## config.mk

```make
export PLATFORM = sky130hd
export DESIGN_NAME = msq_seq
export DESIGN_NICKNAME = d
export VERILOG_FILES = /design/src/msq_pkg.sv /design/src/msq_conf_store.sv /design/src/msq_resp_fmt.sv /design/src/msq_seq.sv
export SDC_FILE = /design/constraint.sdc
export NUM_CORES = 1
export LEC_CHECK = 0
export ABC_AREA = 1
export BUFFER_PORTS_ARGS = -buffer_cell sky130_fd_sc_hd__buf_2
export CAP_MARGIN = 20
export CELL_PAD_IN_SITES_DETAIL_PLACEMENT = 0
export CELL_PAD_IN_SITES_GLOBAL_PLACEMENT = 1
export CORE_UTILIZATION = 36
export DETAILED_ROUTE_END_ITERATION = 8
export GPL_TIMING_DRIVEN = 0
export PLACE_DENSITY = 0.94
export SLEW_MARGIN = 20
export SYNTH_ARGS = -nofsm -noshare
export SYNTH_HDL_FRONTEND = slang
export SYNTH_SLANG_ARGS = --single-unit
```

## constraint.sdc

```tcl
create_clock -name clk_sys -period 4.2 [get_ports clk_sys]
set_input_delay 0.84 -clock clk_sys [delete_from_list [all_inputs] [get_ports clk_sys]]
set_output_delay 0.84 -clock clk_sys [all_outputs]
set_load 0.03 [all_outputs]
```

## src/msq_pkg.sv

```systemverilog
// Shared constants and types of the measurement instruction sequencer
package msq_pkg;

   // Commands handed over by the command parser
   typedef enum logic [3:0] {
      CMD_CONF   = 4'h0,  // Configure function, no acquisition
      CMD_INIT   = 4'h1,  // Immediate initiate
      CMD_FETCH  = 4'h2,  // Fetch query
      CMD_READ   = 4'h3,  // Initiate then fetch
      CMD_MEAS   = 4'h4,  // Configure, initiate, fetch
      CMD_CONFQ  = 4'h5,  // Configuration query
      CMD_RST    = 4'h6,  // Reset command
      CMD_RECALL = 4'h7,  // State recall
      CMD_SENSFN = 4'h8   // Plain sense-function change
   } msq_cmd_e;

   // Measurement functions; the duty, rise and fall codes stand for the short names
   typedef enum logic [3:0] {
      FN_FREQ  = 4'h0, FN_PER   = 4'h1, FN_RATIO = 4'h2, FN_VMAX  = 4'h3,
      FN_VMIN  = 4'h4, FN_PTP   = 4'h5, FN_DCYC  = 4'h6, FN_FTIM  = 4'h7,
      FN_RTIM  = 4'h8, FN_NWID  = 4'h9, FN_PWID  = 4'hA, FN_PHAS  = 4'hB,
      FN_TINT  = 4'hC, FN_TOTC  = 4'hD, FN_TOTT  = 4'hE
   } msq_func_e;

   // Sequencer states, Gray along idle, hold-off, fetch
   typedef enum logic [1:0] {
      ST_IDLE  = 2'h0,
      ST_WAIT  = 2'h1,
      ST_FETCH = 2'h3
   } msq_state_e;

   // Error codes as 16-bit two's complement
   localparam logic [15:0] ERR_STALE     = 16'hFF1A;  // -230 data corrupt or stale
   localparam logic [15:0] ERR_TOT_BUSY  = 16'hFF23;  // -221 settings conflict
   localparam logic [15:0] ERR_NO_CONFIG = 16'hFF1A;  // Query before any configure

   // Not-a-number as decimal mantissa and exponent: 991E35 = 9.91E37
   localparam logic [63:0] NAN_MANT = 64'h0000_0000_0000_03DF;
   localparam logic [7:0]  NAN_EXP  = 8'h23;

   // Significant digit limits of the ASCII form
   localparam logic [3:0] DIG_MIN = 4'h1;
   localparam logic [3:0] DIG_MAX = 4'hF;

   // Channel entry codes; a channel list is two 2-bit entries
   localparam logic [1:0] CH_NONE = 2'h0;
   localparam logic [1:0] CH_1    = 2'h1;
   localparam logic [1:0] CH_2    = 2'h2;

   // Parameter slot reset value and count of parameter slots
   localparam logic [31:0] PARAM_RST = 32'h0000_0000;
   localparam int          NPARAM    = 2;

endpackage

```

## src/msq_conf_store.sv

```systemverilog
// Stored answer of the configuration query, cleared only at power-on
`timescale 1ns/1ps
`default_nettype none
module msq_conf_store #(
   parameter int PW = 32               // Parameter width
) (
   input  wire logic          clk_sys,   // System clock
   input  wire logic          nrst,      // Power-on reset, active low
   input  wire logic          wr,        // Store a new answer
   input  wire logic [3:0]    func,      // Function code
   input  wire logic [PW-1:0] p1,        // First parameter
   input  wire logic [PW-1:0] p2,        // Second parameter
   input  wire logic [3:0]    chan,      // Channel list
   output logic               valid_q,   // An answer has been stored
   output logic [3:0]         func_q,    // Stored function
   output logic [PW-1:0]      p1_q,      // Stored first parameter
   output logic [PW-1:0]      p2_q,      // Stored second parameter
   output logic [3:0]         chan_q     // Stored channel list
);

   // Only configure or measure writes; reset and recall never reach here
   always_ff @(posedge clk_sys) begin
      if (!nrst) begin
         valid_q <= 1'b0;
         func_q  <= 4'h0;
         p1_q    <= '0;
         p2_q    <= '0;
         chan_q  <= 4'h0;
      end else if (wr) begin
         valid_q <= 1'b1;
         func_q  <= func;
         p1_q    <= p1;
         p2_q    <= p2;
         chan_q  <= chan;
      end
   end

endmodule
`default_nettype wire

```

## src/msq_resp_fmt.sv

```systemverilog
// Result formatter: not-a-number substitution, digit clamp, output form
`timescale 1ns/1ps
`default_nettype none
module msq_resp_fmt (
   input  wire logic        clk_sys,     // System clock
   input  wire logic        nrst,        // Synchronous reset, active low
   input  wire logic        load,        // Emit one numeric answer
   input  wire logic        nan,         // Answer is not-a-number
   input  wire logic [63:0] mant,        // Result mantissa
   input  wire logic [7:0]  expo,        // Result decimal exponent
   input  wire logic [3:0]  digits,      // Digits from the resolution
   input  wire logic        fmt_real,    // Real format selected
   output logic             num_valid_q, // One-cycle answer strobe
   output logic [63:0]      num_mant_q,  // Answer mantissa
   output logic [7:0]       num_exp_q,   // Answer exponent
   output logic [3:0]       num_dig_q,   // Significant digits, 1 to 15
   output logic             num_real_q   // Answer uses the real form
);

   // Clamp of the digit count into its legal span
   wire logic [3:0] dig_clamp = (digits < msq_pkg::DIG_MIN) ? msq_pkg::DIG_MIN : digits;

   // Register the answer with the format in force at that moment
   always_ff @(posedge clk_sys) begin
      if (!nrst) begin
         num_valid_q <= 1'b0;
         num_mant_q  <= '0;
         num_exp_q   <= '0;
         num_dig_q   <= msq_pkg::DIG_MIN;
         num_real_q  <= 1'b0;
      end else begin
         num_valid_q <= load;
         if (load) begin
            num_mant_q <= nan ? msq_pkg::NAN_MANT : mant;
            num_exp_q  <= nan ? msq_pkg::NAN_EXP : expo;
            num_dig_q  <= nan ? msq_pkg::DIG_MAX : dig_clamp;
            num_real_q <= fmt_real;
         end
      end
   end

endmodule
`default_nettype wire

```

## src/msq_seq.sv

```systemverilog
// Measurement instruction sequencer: configure, initiate, fetch, query
`timescale 1ns/1ps
`default_nettype none
// Operation
// - Measure equals configure, initiate, fetch, then queue
// - Read is initiate followed by fetch
// - Fetch repeats on one data set
// - Unexpected parameter ignored, command warning set
// - No valid result gives NaN, error -230
// - Configure sets up and defaults, no acquisition
// - Omitted or DEFault parameters take function defaults
// - Configure turns math, statistics, limits off
// - No absolute level: auto-trigger unless peaks/totalize
// - Query reports last configure or measure only
// - Query answer: function, parameters, channels, short names
// - Reset, recall, sense change keep query answer
// - Query before any configure: error, empty string
// - Named fetch needs same or derivable type
// - Unnamed fetch uses last used function
// - Fetch while measuring stalls later commands
// - ASCII results carry 1 to 15 digits
// - Fetch in running auto totalize: NaN, -221
// - Channel list: one entry, or two entries
// - Result encoding follows output format
module msq_seq #(
   parameter int PW = 32                      // Parameter width
) (
   input  wire logic          clk_sys,         // System clock, 20 MHz
   input  wire logic          nrst,            // Power-on reset, active low
   input  wire logic          dev_clear,       // Device clear, releases hold-off
   input  wire logic          cmd_valid,       // Command offered
   output logic               cmd_ready,       // Command taken when high
   input  wire logic [3:0]    cmd_op,          // Command code
   input  wire logic          cmd_fn_given,    // Function named in command
   input  wire logic [3:0]    cmd_fn,          // Named function
   input  wire logic [1:0]    cmd_pmask,       // Parameter given, per slot
   input  wire logic [PW-1:0] cmd_p1,          // First parameter
   input  wire logic [PW-1:0] cmd_p2,          // Second parameter
   input  wire logic          cmd_abs_level,   // Absolute trigger level given
   input  wire logic          cmd_extra,       // Unexpected parameter seen
   input  wire logic [3:0]    cmd_chan,        // Channel list, zero when omitted
   input  wire logic          fmt_real,        // Output format is real
   output logic               acq_start,       // Start one acquisition
   input  wire logic          acq_done,        // Acquisition finished
   input  wire logic          acq_ok,          // Finished acquisition is valid
   input  wire logic [63:0]   acq_mant,        // Result mantissa
   input  wire logic [7:0]    acq_exp,         // Result exponent
   input  wire logic [3:0]    acq_digits,      // Digits from resolution
   output logic               setup_q,         // Function set-up pulse
   output logic [3:0]         setup_fn_q,      // Function being set up
   output logic [PW-1:0]      setup_p1_q,      // First parameter after defaults
   output logic [PW-1:0]      setup_p2_q,      // Second parameter after defaults
   output logic [3:0]         setup_chan_q,    // Channel list after defaults
   output logic               feat_off_q,      // Math, statistics, limits off
   output logic               autotrig_q,      // Enable and run auto-trigger
   output logic               warn_q,          // Command warning bit pulse
   output logic               err_q,           // Error log pulse
   output logic [15:0]        err_code_q,      // Error code
   output logic               num_valid,       // Numeric answer strobe
   output logic [63:0]        num_mant,        // Numeric answer mantissa
   output logic [7:0]         num_exp,         // Numeric answer exponent
   output logic [3:0]         num_dig,         // Significant digits
   output logic               num_real,        // Real form flag
   output logic [3:0]         num_fn_q,        // Function of the answer
   output logic [3:0]         num_src_fn_q,    // Stored type it derives from
   output logic               str_valid_q,     // Query answer strobe
   output logic               str_empty_q,     // Query answer is empty
   output logic [3:0]         str_fn_q,        // Query function
   output logic [PW-1:0]      str_p1_q,        // Query first parameter
   output logic [PW-1:0]      str_p2_q,        // Query second parameter
   output logic [3:0]         str_chan_q       // Query channel list
);

   // Peak voltage family
   function automatic logic is_peak(input logic [3:0] f);
      is_peak = (f == msq_pkg::FN_VMAX) || (f == msq_pkg::FN_VMIN) || (f == msq_pkg::FN_PTP);
   endfunction

   // Same type, or frequency-period, or within the peaks family
   function automatic logic derivable(input logic [3:0] want, input logic [3:0] have);
      logic fp_w;
      logic fp_h;
      fp_w = (want == msq_pkg::FN_FREQ) || (want == msq_pkg::FN_PER);
      fp_h = (have == msq_pkg::FN_FREQ) || (have == msq_pkg::FN_PER);
      derivable = (want == have) || (fp_w && fp_h) || (is_peak(want) && is_peak(have));
   endfunction

   // Two-channel functions measure between two entries
   function automatic logic two_chan(input logic [3:0] f);
      two_chan = (f == msq_pkg::FN_RATIO) || (f == msq_pkg::FN_PHAS) || (f == msq_pkg::FN_TINT);
   endfunction

   // State, flags and remembered functions
   msq_pkg::msq_state_e st_q, st_d;                // Sequencer state
   logic       busy_q;                             // Measurement in progress
   logic       valid_q;                            // Valid result held
   logic [3:0] meas_fn_q;                          // Type of the acquired data
   logic [3:0] last_fn_q;                          // Last function used
   logic [3:0] pend_fn_q;                          // Function of a stalled fetch
   logic       str_have;                           // A configuration answer is stored

   // Decode of the offered command
   wire logic take      = cmd_valid && cmd_ready;
   wire logic is_conf   = take && (cmd_op == msq_pkg::CMD_CONF);
   wire logic is_meas   = take && (cmd_op == msq_pkg::CMD_MEAS);
   wire logic is_init   = take && (cmd_op == msq_pkg::CMD_INIT);
   wire logic is_fetch  = take && (cmd_op == msq_pkg::CMD_FETCH);
   wire logic is_read   = take && (cmd_op == msq_pkg::CMD_READ);
   wire logic is_confq  = take && (cmd_op == msq_pkg::CMD_CONFQ);
   wire logic do_config = is_conf || is_meas;
   wire logic [3:0] fn_sel = cmd_fn_given ? cmd_fn : last_fn_q;
   wire logic tot_auto  = (meas_fn_q == msq_pkg::FN_TOTC);                          // Auto-armed totalize
   wire logic read_tot  = is_read && (last_fn_q == msq_pkg::FN_TOTC);
   wire logic fetch_tot = is_fetch && busy_q && tot_auto;
   wire logic fetch_now = is_fetch && !busy_q;
   wire logic start_acq = (is_init && !busy_q) || is_meas || (is_read && !read_tot);
   wire logic stall_go  = start_acq && !is_init || (is_fetch && busy_q && !tot_auto);
   wire logic fin_fetch = (st_q == msq_pkg::ST_FETCH);

   // Defaults substituted for omitted parameters and channels
   wire logic [PW-1:0] p1_dflt = '0;
   wire logic [PW-1:0] p2_dflt = '0;
   wire logic [3:0] chan_dflt = two_chan(cmd_fn) ? {msq_pkg::CH_2, msq_pkg::CH_1}
                                                 : {msq_pkg::CH_NONE, msq_pkg::CH_1};
   wire logic [PW-1:0] p1_eff = cmd_pmask[0] ? cmd_p1 : p1_dflt;
   wire logic [PW-1:0] p2_eff = cmd_pmask[1] ? cmd_p2 : p2_dflt;
   wire logic [3:0] chan_eff = (cmd_chan == 4'h0) ? chan_dflt : cmd_chan;
   wire logic auto_ok = !cmd_abs_level && !is_peak(cmd_fn)
                        && (cmd_fn != msq_pkg::FN_TOTC) && (cmd_fn != msq_pkg::FN_TOTT);

   // Fetch verdict, either taken now or at the end of a stall
   wire logic [3:0] f_fn    = fin_fetch ? pend_fn_q : fn_sel;
   wire logic f_go          = fin_fetch || fetch_now;
   wire logic f_ok          = valid_q && derivable(f_fn, meas_fn_q);
   wire logic nan_tot       = fetch_tot || read_tot;
   wire logic fmt_load      = f_go || nan_tot;
   wire logic fmt_nan       = nan_tot || !f_ok;

   // Hold-off: no command is taken while stalled
   assign cmd_ready = (st_q == msq_pkg::ST_IDLE);
   assign acq_start = start_acq;

   // Next state of the sequencer
   always_comb begin
      st_d = st_q;
      unique case (st_q)
         msq_pkg::ST_IDLE:  if (stall_go) st_d = msq_pkg::ST_WAIT;
         msq_pkg::ST_WAIT:  if (dev_clear) st_d = msq_pkg::ST_IDLE;
                            else if (acq_done) st_d = msq_pkg::ST_FETCH;
         msq_pkg::ST_FETCH: st_d = msq_pkg::ST_IDLE;
         default:           st_d = msq_pkg::ST_IDLE;
      endcase
   end

   // State register
   always_ff @(posedge clk_sys) begin
      if (!nrst) st_q <= msq_pkg::ST_IDLE;
      else       st_q <= st_d;
   end

   // Busy and valid flags; a new start wins over a completion
   always_ff @(posedge clk_sys) begin
      if (!nrst) begin
         busy_q  <= 1'b0;
         valid_q <= 1'b0;
      end else if (start_acq) begin
         busy_q  <= 1'b1;
         valid_q <= 1'b0;
      end else if (acq_done && busy_q) begin
         busy_q  <= 1'b0;
         valid_q <= acq_ok;
      end else if (do_config) begin
         valid_q <= 1'b0;
      end
   end

   // Data type, last used function and the function of a stalled fetch
   always_ff @(posedge clk_sys) begin
      if (!nrst) begin
         meas_fn_q <= msq_pkg::FN_FREQ;
         last_fn_q <= msq_pkg::FN_FREQ;
         pend_fn_q <= msq_pkg::FN_FREQ;
      end else begin
         if (start_acq) meas_fn_q <= (is_meas || cmd_fn_given) && !is_init ? cmd_fn : last_fn_q;
         if (do_config || ((is_read || is_fetch) && cmd_fn_given)) last_fn_q <= cmd_fn;
         if (take) pend_fn_q <= fn_sel;
      end
   end

   // Set-up strobes of configure and measure
   always_ff @(posedge clk_sys) begin
      if (!nrst) begin
         setup_q      <= 1'b0;
         setup_fn_q   <= 4'h0;
         setup_p1_q   <= msq_pkg::PARAM_RST;
         setup_p2_q   <= msq_pkg::PARAM_RST;
         setup_chan_q <= 4'h0;
         feat_off_q   <= 1'b0;
         autotrig_q   <= 1'b0;
         warn_q       <= 1'b0;
      end else begin
         setup_q    <= do_config;
         feat_off_q <= do_config;
         autotrig_q <= do_config && auto_ok;
         warn_q     <= take && cmd_extra;
         if (do_config) begin
            setup_fn_q   <= cmd_fn;
            setup_p1_q   <= p1_eff;
            setup_p2_q   <= p2_eff;
            setup_chan_q <= chan_eff;
         end
      end
   end

   // Error log: totalize conflict, stale data, missing configuration
   always_ff @(posedge clk_sys) begin
      if (!nrst) begin
         err_q      <= 1'b0;
         err_code_q <= 16'h0000;
      end else begin
         err_q <= nan_tot || (f_go && !f_ok) || (is_confq && !str_have);
         if (nan_tot)               err_code_q <= msq_pkg::ERR_TOT_BUSY;
         else if (f_go && !f_ok)    err_code_q <= msq_pkg::ERR_STALE;
         else if (is_confq && !str_have) err_code_q <= msq_pkg::ERR_NO_CONFIG;
      end
   end

   // Function tags of each numeric answer
   always_ff @(posedge clk_sys) begin
      if (!nrst) begin
         num_fn_q     <= 4'h0;
         num_src_fn_q <= 4'h0;
      end else if (fmt_load) begin
         num_fn_q     <= f_fn;
         num_src_fn_q <= meas_fn_q;
      end
   end

   // Stored configuration answer
   logic [3:0]      cs_fn;
   logic [PW-1:0]   cs_p1;
   logic [PW-1:0]   cs_p2;
   logic [3:0]      cs_chan;
   msq_conf_store #(.PW(PW)) u_store (
      .clk_sys (clk_sys),
      .nrst    (nrst),
      .wr      (do_config),
      .func    (cmd_fn),
      .p1      (p1_eff),
      .p2      (p2_eff),
      .chan    (chan_eff),
      .valid_q (str_have),
      .func_q  (cs_fn),
      .p1_q    (cs_p1),
      .p2_q    (cs_p2),
      .chan_q  (cs_chan)
   );

   // Configuration query answer, empty before the first configure
   always_ff @(posedge clk_sys) begin
      if (!nrst) begin
         str_valid_q <= 1'b0;
         str_empty_q <= 1'b0;
         str_fn_q    <= 4'h0;
         str_p1_q    <= '0;
         str_p2_q    <= '0;
         str_chan_q  <= 4'h0;
      end else begin
         str_valid_q <= is_confq;
         if (is_confq) begin
            str_empty_q <= !str_have;
            str_fn_q    <= cs_fn;
            str_p1_q    <= cs_p1;
            str_p2_q    <= cs_p2;
            str_chan_q  <= cs_chan;
         end
      end
   end

   // Numeric answer path
   msq_resp_fmt u_fmt (
      .clk_sys     (clk_sys),
      .nrst        (nrst),
      .load        (fmt_load),
      .nan         (fmt_nan),
      .mant        (acq_mant),
      .expo        (acq_exp),
      .digits      (acq_digits),
      .fmt_real    (fmt_real),
      .num_valid_q (num_valid),
      .num_mant_q  (num_mant),
      .num_exp_q   (num_exp),
      .num_dig_q   (num_dig),
      .num_real_q  (num_real)
   );
endmodule
`default_nettype wire

```

==> flow_metrics.env, run 1 <==
export IMPL_cp_max_fo=10
export IMPL_finalMaxSlewViolations=0
export IMPL_clk_pin_slew_worst_paths_ns=0.06
export IMPL_path_cells="nor2_1 > nand2_1 > buf_2 > nor4_4 > nand2_1 > nand2_1 > nor2_1 > inv_2 > buf_2"
export IMPL_rsz0062_at_grt="no"
export IMPL_gp_congestion=0.8170
export IMPL_avgSynthCellArea_um2=7.333
export IMPL_start_kind="flop"
export IMPL_cts_max_level=1
export IMPL_skew_ns=0.009623
export IMPL_ys_warn_count=0
export IMPL_synth_seq_area_share_pct=51.20
export IMPL_cpLargestDelayFamily="simple AND/OR/NAND/NOR gates"
export IMPL_die_y_um=168.7
export IMPL_r2r_cells=9
export IMPL_avgViaCountPerCell=4.780
export IMPL_clockBufferDepth=3
export IMPL_cts_resized=0
export IMPL_cts_setup_buffers=0
export IMPL_synth_area_leaders="dfxtp_1, nor2_1, nand2_1, a21oi_1, o21ai_0"
export IMPL_core_mm2=0.02710
export IMPL_synth_common_cells="dfxtp_1, nor2_1, nand2_1, a21oi_1, o21ai_0"
export IMPL_required_ns=3.36
export IMPL_antenna_found_initial=2
export IMPL_wl_mm=35.72
export IMPL_hold_viol=0
export IMPL_route_vias_total=10525
export IMPL_syn_to_final_growth_pct=34.05
export IMPL_setup_viol=0
export IMPL_avgRoutedWirePerCell_um=16.22
export IMPL_synth_edff_count=0
export IMPL_worst_setup_path_type="reg -> out"
export IMPL_tightestPinTransition_ns=0.9182
export IMPL_first_pass_iters=5
export IMPL_syn_area_mm2=0.01001
export IMPL_grt_usage_pct=24.10
export IMPL_start_util_pct=36.93
export IMPL_route_detailed_drc=0
export IMPL_die_w_um=168.7
export IMPL_p_total_mw=5.238
export IMPL_nets=1976
export IMPL_finalCritPeriodShare_pct=84.98
export IMPL_placementRows=60
export IMPL_synth_top_area_share_pct=51.20
export IMPL_synth_main_ff_cell="dfxtp_1"
export IMPL_crit_path_frequent_cell="nand2_1"
export IMPL_post_dp_hpwl_mm=27.19
export IMPL_cpPeakStageDelay_ns=0.51
export IMPL_cts_buffers=28
export IMPL_grt_max_degree=14
export IMPL_setup_tns_ns=0
export IMPL_r2r_slack_ns=1.59
export IMPL_cts_tree="built"
export IMPL_p_leak_nw=6.805
export IMPL_hold_path_class="reg -> reg"
export IMPL_die_area_mm2=0.02847
export IMPL_synth_area_leader_cell="dfxtp_1"
export IMPL_worst_hold_startpoint="u_fmt.num_mant_q[31]"
export IMPL_ant_nets=0
export IMPL_end_kind="primary output"
export IMPL_cts_sinks=256
export IMPL_gr_total_overflow=0
export IMPL_arrival_ns=2.73
export IMPL_grt_pass1_vias=10000
export IMPL_synth_most_common_cell="dfxtp_1"
export IMPL_path_buf_inv=3
export IMPL_cellPowerDensity_mw_per_mm2=390.4
export IMPL_holdBufCountCts=0
export IMPL_peakVddDrop_uv=315.4
export IMPL_drive_gt1_share_pct=27.37
export IMPL_io_pins=419
export IMPL_slew_limit_headroom_pct=38.79
export IMPL_clock_fmax_ghz=0.2802
export IMPL_grt_pass1_wl_mm=54.34
export IMPL_max_cap_viol_count=0
export IMPL_whs_path_depth=2
export IMPL_synthCells=1365
export IMPL_root_buffer="clkbuf_16"
export IMPL_crit_slowest_cell="nor4_4"
export IMPL_ys_ff_latch=256
export IMPL_status="finished clean"
export IMPL_synth_distinct_cells=33
export IMPL_async_reset_ff_share_pct=0
export IMPL_hold_path_end="u_fmt.num_mant_q[31]"
export IMPL_finalCriticalPeriod_ns=3.569
export IMPL_regToRegEndpoint="autotrig_q"
export IMPL_startpoint="st_q[1]"
export IMPL_numPortBuffers=415
export IMPL_drt_iter0_drc=610
export IMPL_timing_rr_start="st_q[1]"
export IMPL_clk_latency_ns=0.53
[area by class of cell]
class,count,area (um^2)
Fill cell,2796,13680
Sequential cell,256,5125
Multi-Input combinational cell,898,3985
Timing Repair Buffer,415,2077
Clock buffer,41,820.8
Buffer,103,500.5
Tap cell,372,465.4
Inverter,110,412.9
Clock inverter,4,23.77
Antenna cell,3,7.507
[cells in the final DEF (no fill, tap or decap), types with 2 or more instances in the layout]
master / count
buf_2: 433
dfxtp_1: 256
nor2_1: 254
nand2_1: 240
a21oi_1: 157
o21ai_0: 116
inv_1: 106
nand3_1: 83
clkbuf_1: 68
clkbuf_16: 29
buf_4: 14
a21o_1: 13
nor3_1: 5
nor4_1: 5
buf_6: 5
clkbuf_8: 5
buf_1: 4
diode_2: 3
nand4_1: 3
inv_2: 3
a31oi_1: 3
conb_1: 3
clkinv_2: 3
or2_1: 2
a211oi_1: 2
a311oi_1: 2
[per-stage QoR]
stage                     std cells  instance area [um^2]  hold WS, ns  util, %  worst slack (ns)
final                          2202                 13420       0.4634    49.51            0.6308
after global routing           2201                 13420       0.4790    49.50            0.4025
after CTS                      2199                 13410       0.4641    49.48            0.5625
after detailed placement       2154                 12570       0.4550    46.37            0.8398
after global placement         2154                 12560       0.4484    46.34            0.8465
after floorplan                1367                 10020       0.4411        -             1.477
[kinds of logic (layout without fill, tap and decap cells)]
family	after synthesis	count (layout)	synth area share, %
simple gates	598	598	24.17
flops	256	256	51.20
buf+inv	213	673	9.125
other cells	1	6	0.03746
compound gates	297	297	15.46
[flip-flops by register name, indices dropped and copies added, names as in the netlist, 2 cells and up]
signal / cells
u_store.chan_q: 4
pend_fn_q: 4
last_fn_q: 4
u_store.p2_q: 32
num_fn_q: 4
st_q: 2
u_fmt.num_mant_q: 64
str_fn_q: 4
str_p2_q: 32
meas_fn_q: 4
err_code_q: 3
u_store.func_q: 4
u_fmt.num_dig_q: 4
u_store.p1_q: 32
num_src_fn_q: 4
u_fmt.num_exp_q: 8
str_chan_q: 4
str_p1_q: 32
[layer usage]
metal | vias to the layer above | routed length [um] | GRT usage, % | part of all wire [%]
met5 | - | 0 | 0 | 0
met4 | 0 | 1372 | 8.854 | 3.8
met3 | 83 | 2909 | 6.032 | 8.1
met2 | 441 | 17150 | 42.58 | 48
met1 | 4754 | 14280 | 28.04 | 40
li1 | 5247 | - | - | -
[worst max-delay path by stage]
stage,endpoint,slack [ns],cells after the start
after floorplan,acq_start,1.48,8
after global placement,str_p2_q[26],0.85,9
after detailed placement,acq_start,0.84,9
after CTS,acq_start,0.56,9
after global routing,acq_start,0.40,9
final,acq_start,0.63,9
[tightest hold or removal path: stages (launching register included)]
cell and delay [ns]:
dfxtp_1 0.31, nand2_1 0.06, a21oi_1 0.05
[where the power goes]
part           switching [mW]  internal, mW  total, mW
registers              0.0291          2.47       2.50
clock network           0.966          1.34       2.30
logic                   0.294         0.144      0.438
total                    1.29          3.95       5.24
(Power assumes the default switching activity.)
==> inputs of run 2 (changes only) <==
- CORE_UTILIZATION: 36 -> 33
- PLACE_DENSITY: 0.94 -> 0.88
- clock period: 4.2 -> 3.7 ns (I/O delays scaled with it)
==> run 2 against run 1 <==
Clock skew is 0.0089 ns higher; first-iteration DRC count fell by 4.6%; via count increased by 0.94%; sequential share of layout area shrank 0.45 points; worst setup slack worse by 0.26 ns; sequential power rose by 14%.
==> flow_metrics.env, run 2 (synthesized netlist as in run 1, its figures left out) <==
export IMPL_grt_pass1_wl_mm=55.33
export IMPL_avgViaCountPerCell=4.768
export IMPL_die_area_mm2=0.03103
export IMPL_rsz0062_at_grt="no"
export IMPL_grt_pass1_vias=9897
export IMPL_die_w_um=176.2
export IMPL_end_kind="primary output"
export IMPL_finalCritPeriodShare_pct=89.87
export IMPL_avgRoutedWirePerCell_um=16.46
export IMPL_die_y_um=176.2
export IMPL_final_common_cell="buf_2"
export IMPL_cts_setup_buffers=0
export IMPL_start_util_pct=33.68
export IMPL_start_kind="flop"
export IMPL_holdBufCountCts=0
export IMPL_cts_tree="built"
export IMPL_numPortBuffers=415
export IMPL_antenna_found_initial=5
export IMPL_setup_viol=0
export IMPL_skew_ns=0.01852
export IMPL_first_pass_iters=6
export IMPL_hold_path_class="in -> reg"
export IMPL_largest_register_ffs=64
export IMPL_placementRows=63
export IMPL_final_cell_mix="buf_2, dfxtp_1, nor2_1, nand2_1, a21oi_1"
export IMPL_status="finished clean"
export IMPL_final_seq_area_mm2=0.005125
export IMPL_wl_mm=36.68
export IMPL_cts_resized=0
export IMPL_io_pins=419
export IMPL_finalMaxSlewViolations=0
export IMPL_core_mm2=0.02972
export IMPL_cts_max_level=1
export IMPL_clk_pin_slew_worst_paths_ns=0.06
export IMPL_nets=1977
export IMPL_peakVddDrop_uv=314.4
export IMPL_setup_tns_ns=0
export IMPL_route_detailed_drc=0
export IMPL_syn_to_final_growth_pct=35.64
export IMPL_root_buffer="clkbuf_16"
export IMPL_dp_cells=2172
export IMPL_gr_total_overflow=0
export IMPL_slew_limit_headroom_pct=34.18
export IMPL_max_cap_viol_count=0
export IMPL_instances_no_fill=2228
export IMPL_clockBufferDepth=3
export IMPL_drt_iter0_drc=582
export IMPL_multi_input_area_mm2=0.003979
export IMPL_arrival_ns=2.59
export IMPL_required_ns=2.96
export IMPL_clock_fmax_ghz=0.3007
export IMPL_drive_gt1_share_pct=27.79
export IMPL_grt_max_degree=15
export IMPL_regMostFlops="u_fmt.num_mant_q"
export IMPL_hold_viol=0
export IMPL_gp_congestion=0.8928
export IMPL_finalCriticalPeriod_ns=3.325
export IMPL_worst_setup_path_type="reg -> out"
export IMPL_tightestPinTransition_ns=0.9820
export IMPL_post_dp_hpwl_mm=27.86
export IMPL_ant_nets=0
export IMPL_p_leak_nw=6.869
export IMPL_route_vias_total=10624
export IMPL_fill_cells=3093
export IMPL_cp_max_fo=10
export IMPL_cts_sinks=256
export IMPL_cellPowerDensity_mw_per_mm2=461.8
export IMPL_whs_ns=0.3960
export IMPL_clk_latency_ns=0.55
export IMPL_cts_buffers=29
export IMPL_grt_usage_pct=22.80
[run 2: power by group]
part	total [mW]	leakage [nW]	switching, mW	internal, mW
clock	2.93	0.488	1.16	1.78
combinational	0.499	4.31	0.336	0.163
sequential	2.84	2.07	0.0332	2.80
total	6.27	6.87	1.53	4.74
[run 2: per-stage QoR]
| step | instance area (um^2) | setup slack, ns | utilization [%] | total power, mW |
|---|---|---|---|---|
| final | 13580 | 0.3750 | 45.69 | 6.269 |
| after global routing | 13570 | 0.1304 | 45.68 | 6.507 |
| after CTS | 13570 | 0.3143 | 45.66 | 6.343 |
| after detailed placement | 12580 | 0.5255 | 42.34 | 3.397 |
| after global placement | 12580 | 0.5694 | 42.34 | 3.393 |
| after floorplan | 10020 | 1.077 | - | 3.166 |
[run 2: final timing paths]
kind / start / endpoint / slack, ns / depth (start not counted)
worst min-delay path: cmd_abs_level / autotrig_q / 0.40 / 2
worst max-delay path: st_q[1] / acq_start / 0.37 / 9
worst max register to register: st_q[1] / str_fn_q[1] / 0.97 / 9
worst min register to register: u_fmt.num_mant_q[58] / u_fmt.num_mant_q[58] / 0.46 / 2
[run 2: area by class of cell]
cell class | instances | share of cell area, %
antenna | 3 | 0.05529
buffer | 103 | 3.686
clock buffer | 44 | 6.497
clock inverter | 9 | 0.7741
inverter | 110 | 3.041
multi-input combinational | 898 | 29.31
sequential | 256 | 37.75
tap | 390 | 3.594
timing repair buffer | 415 | 15.30
[run 2: routing by layer]
layer | track usage (%) | share of wire, %
met5 | 0 | 0.10
met4 | 6.413 | 2.3
met3 | 7.084 | 10
met2 | 39.85 | 48
met1 | 26.64 | 39
[run 2: worst max-delay path, cell delays in order (launching register included)]
cell and delay, ns:
dfxtp_1 0.34, nor2_1 0.18, nand2_1 0.14, buf_2 0.24, nor4_4 0.45, nand2_1 0.15, nand2_1 0.13, nor2_1 0.07
inv_2 0.13, buf_2 0.23
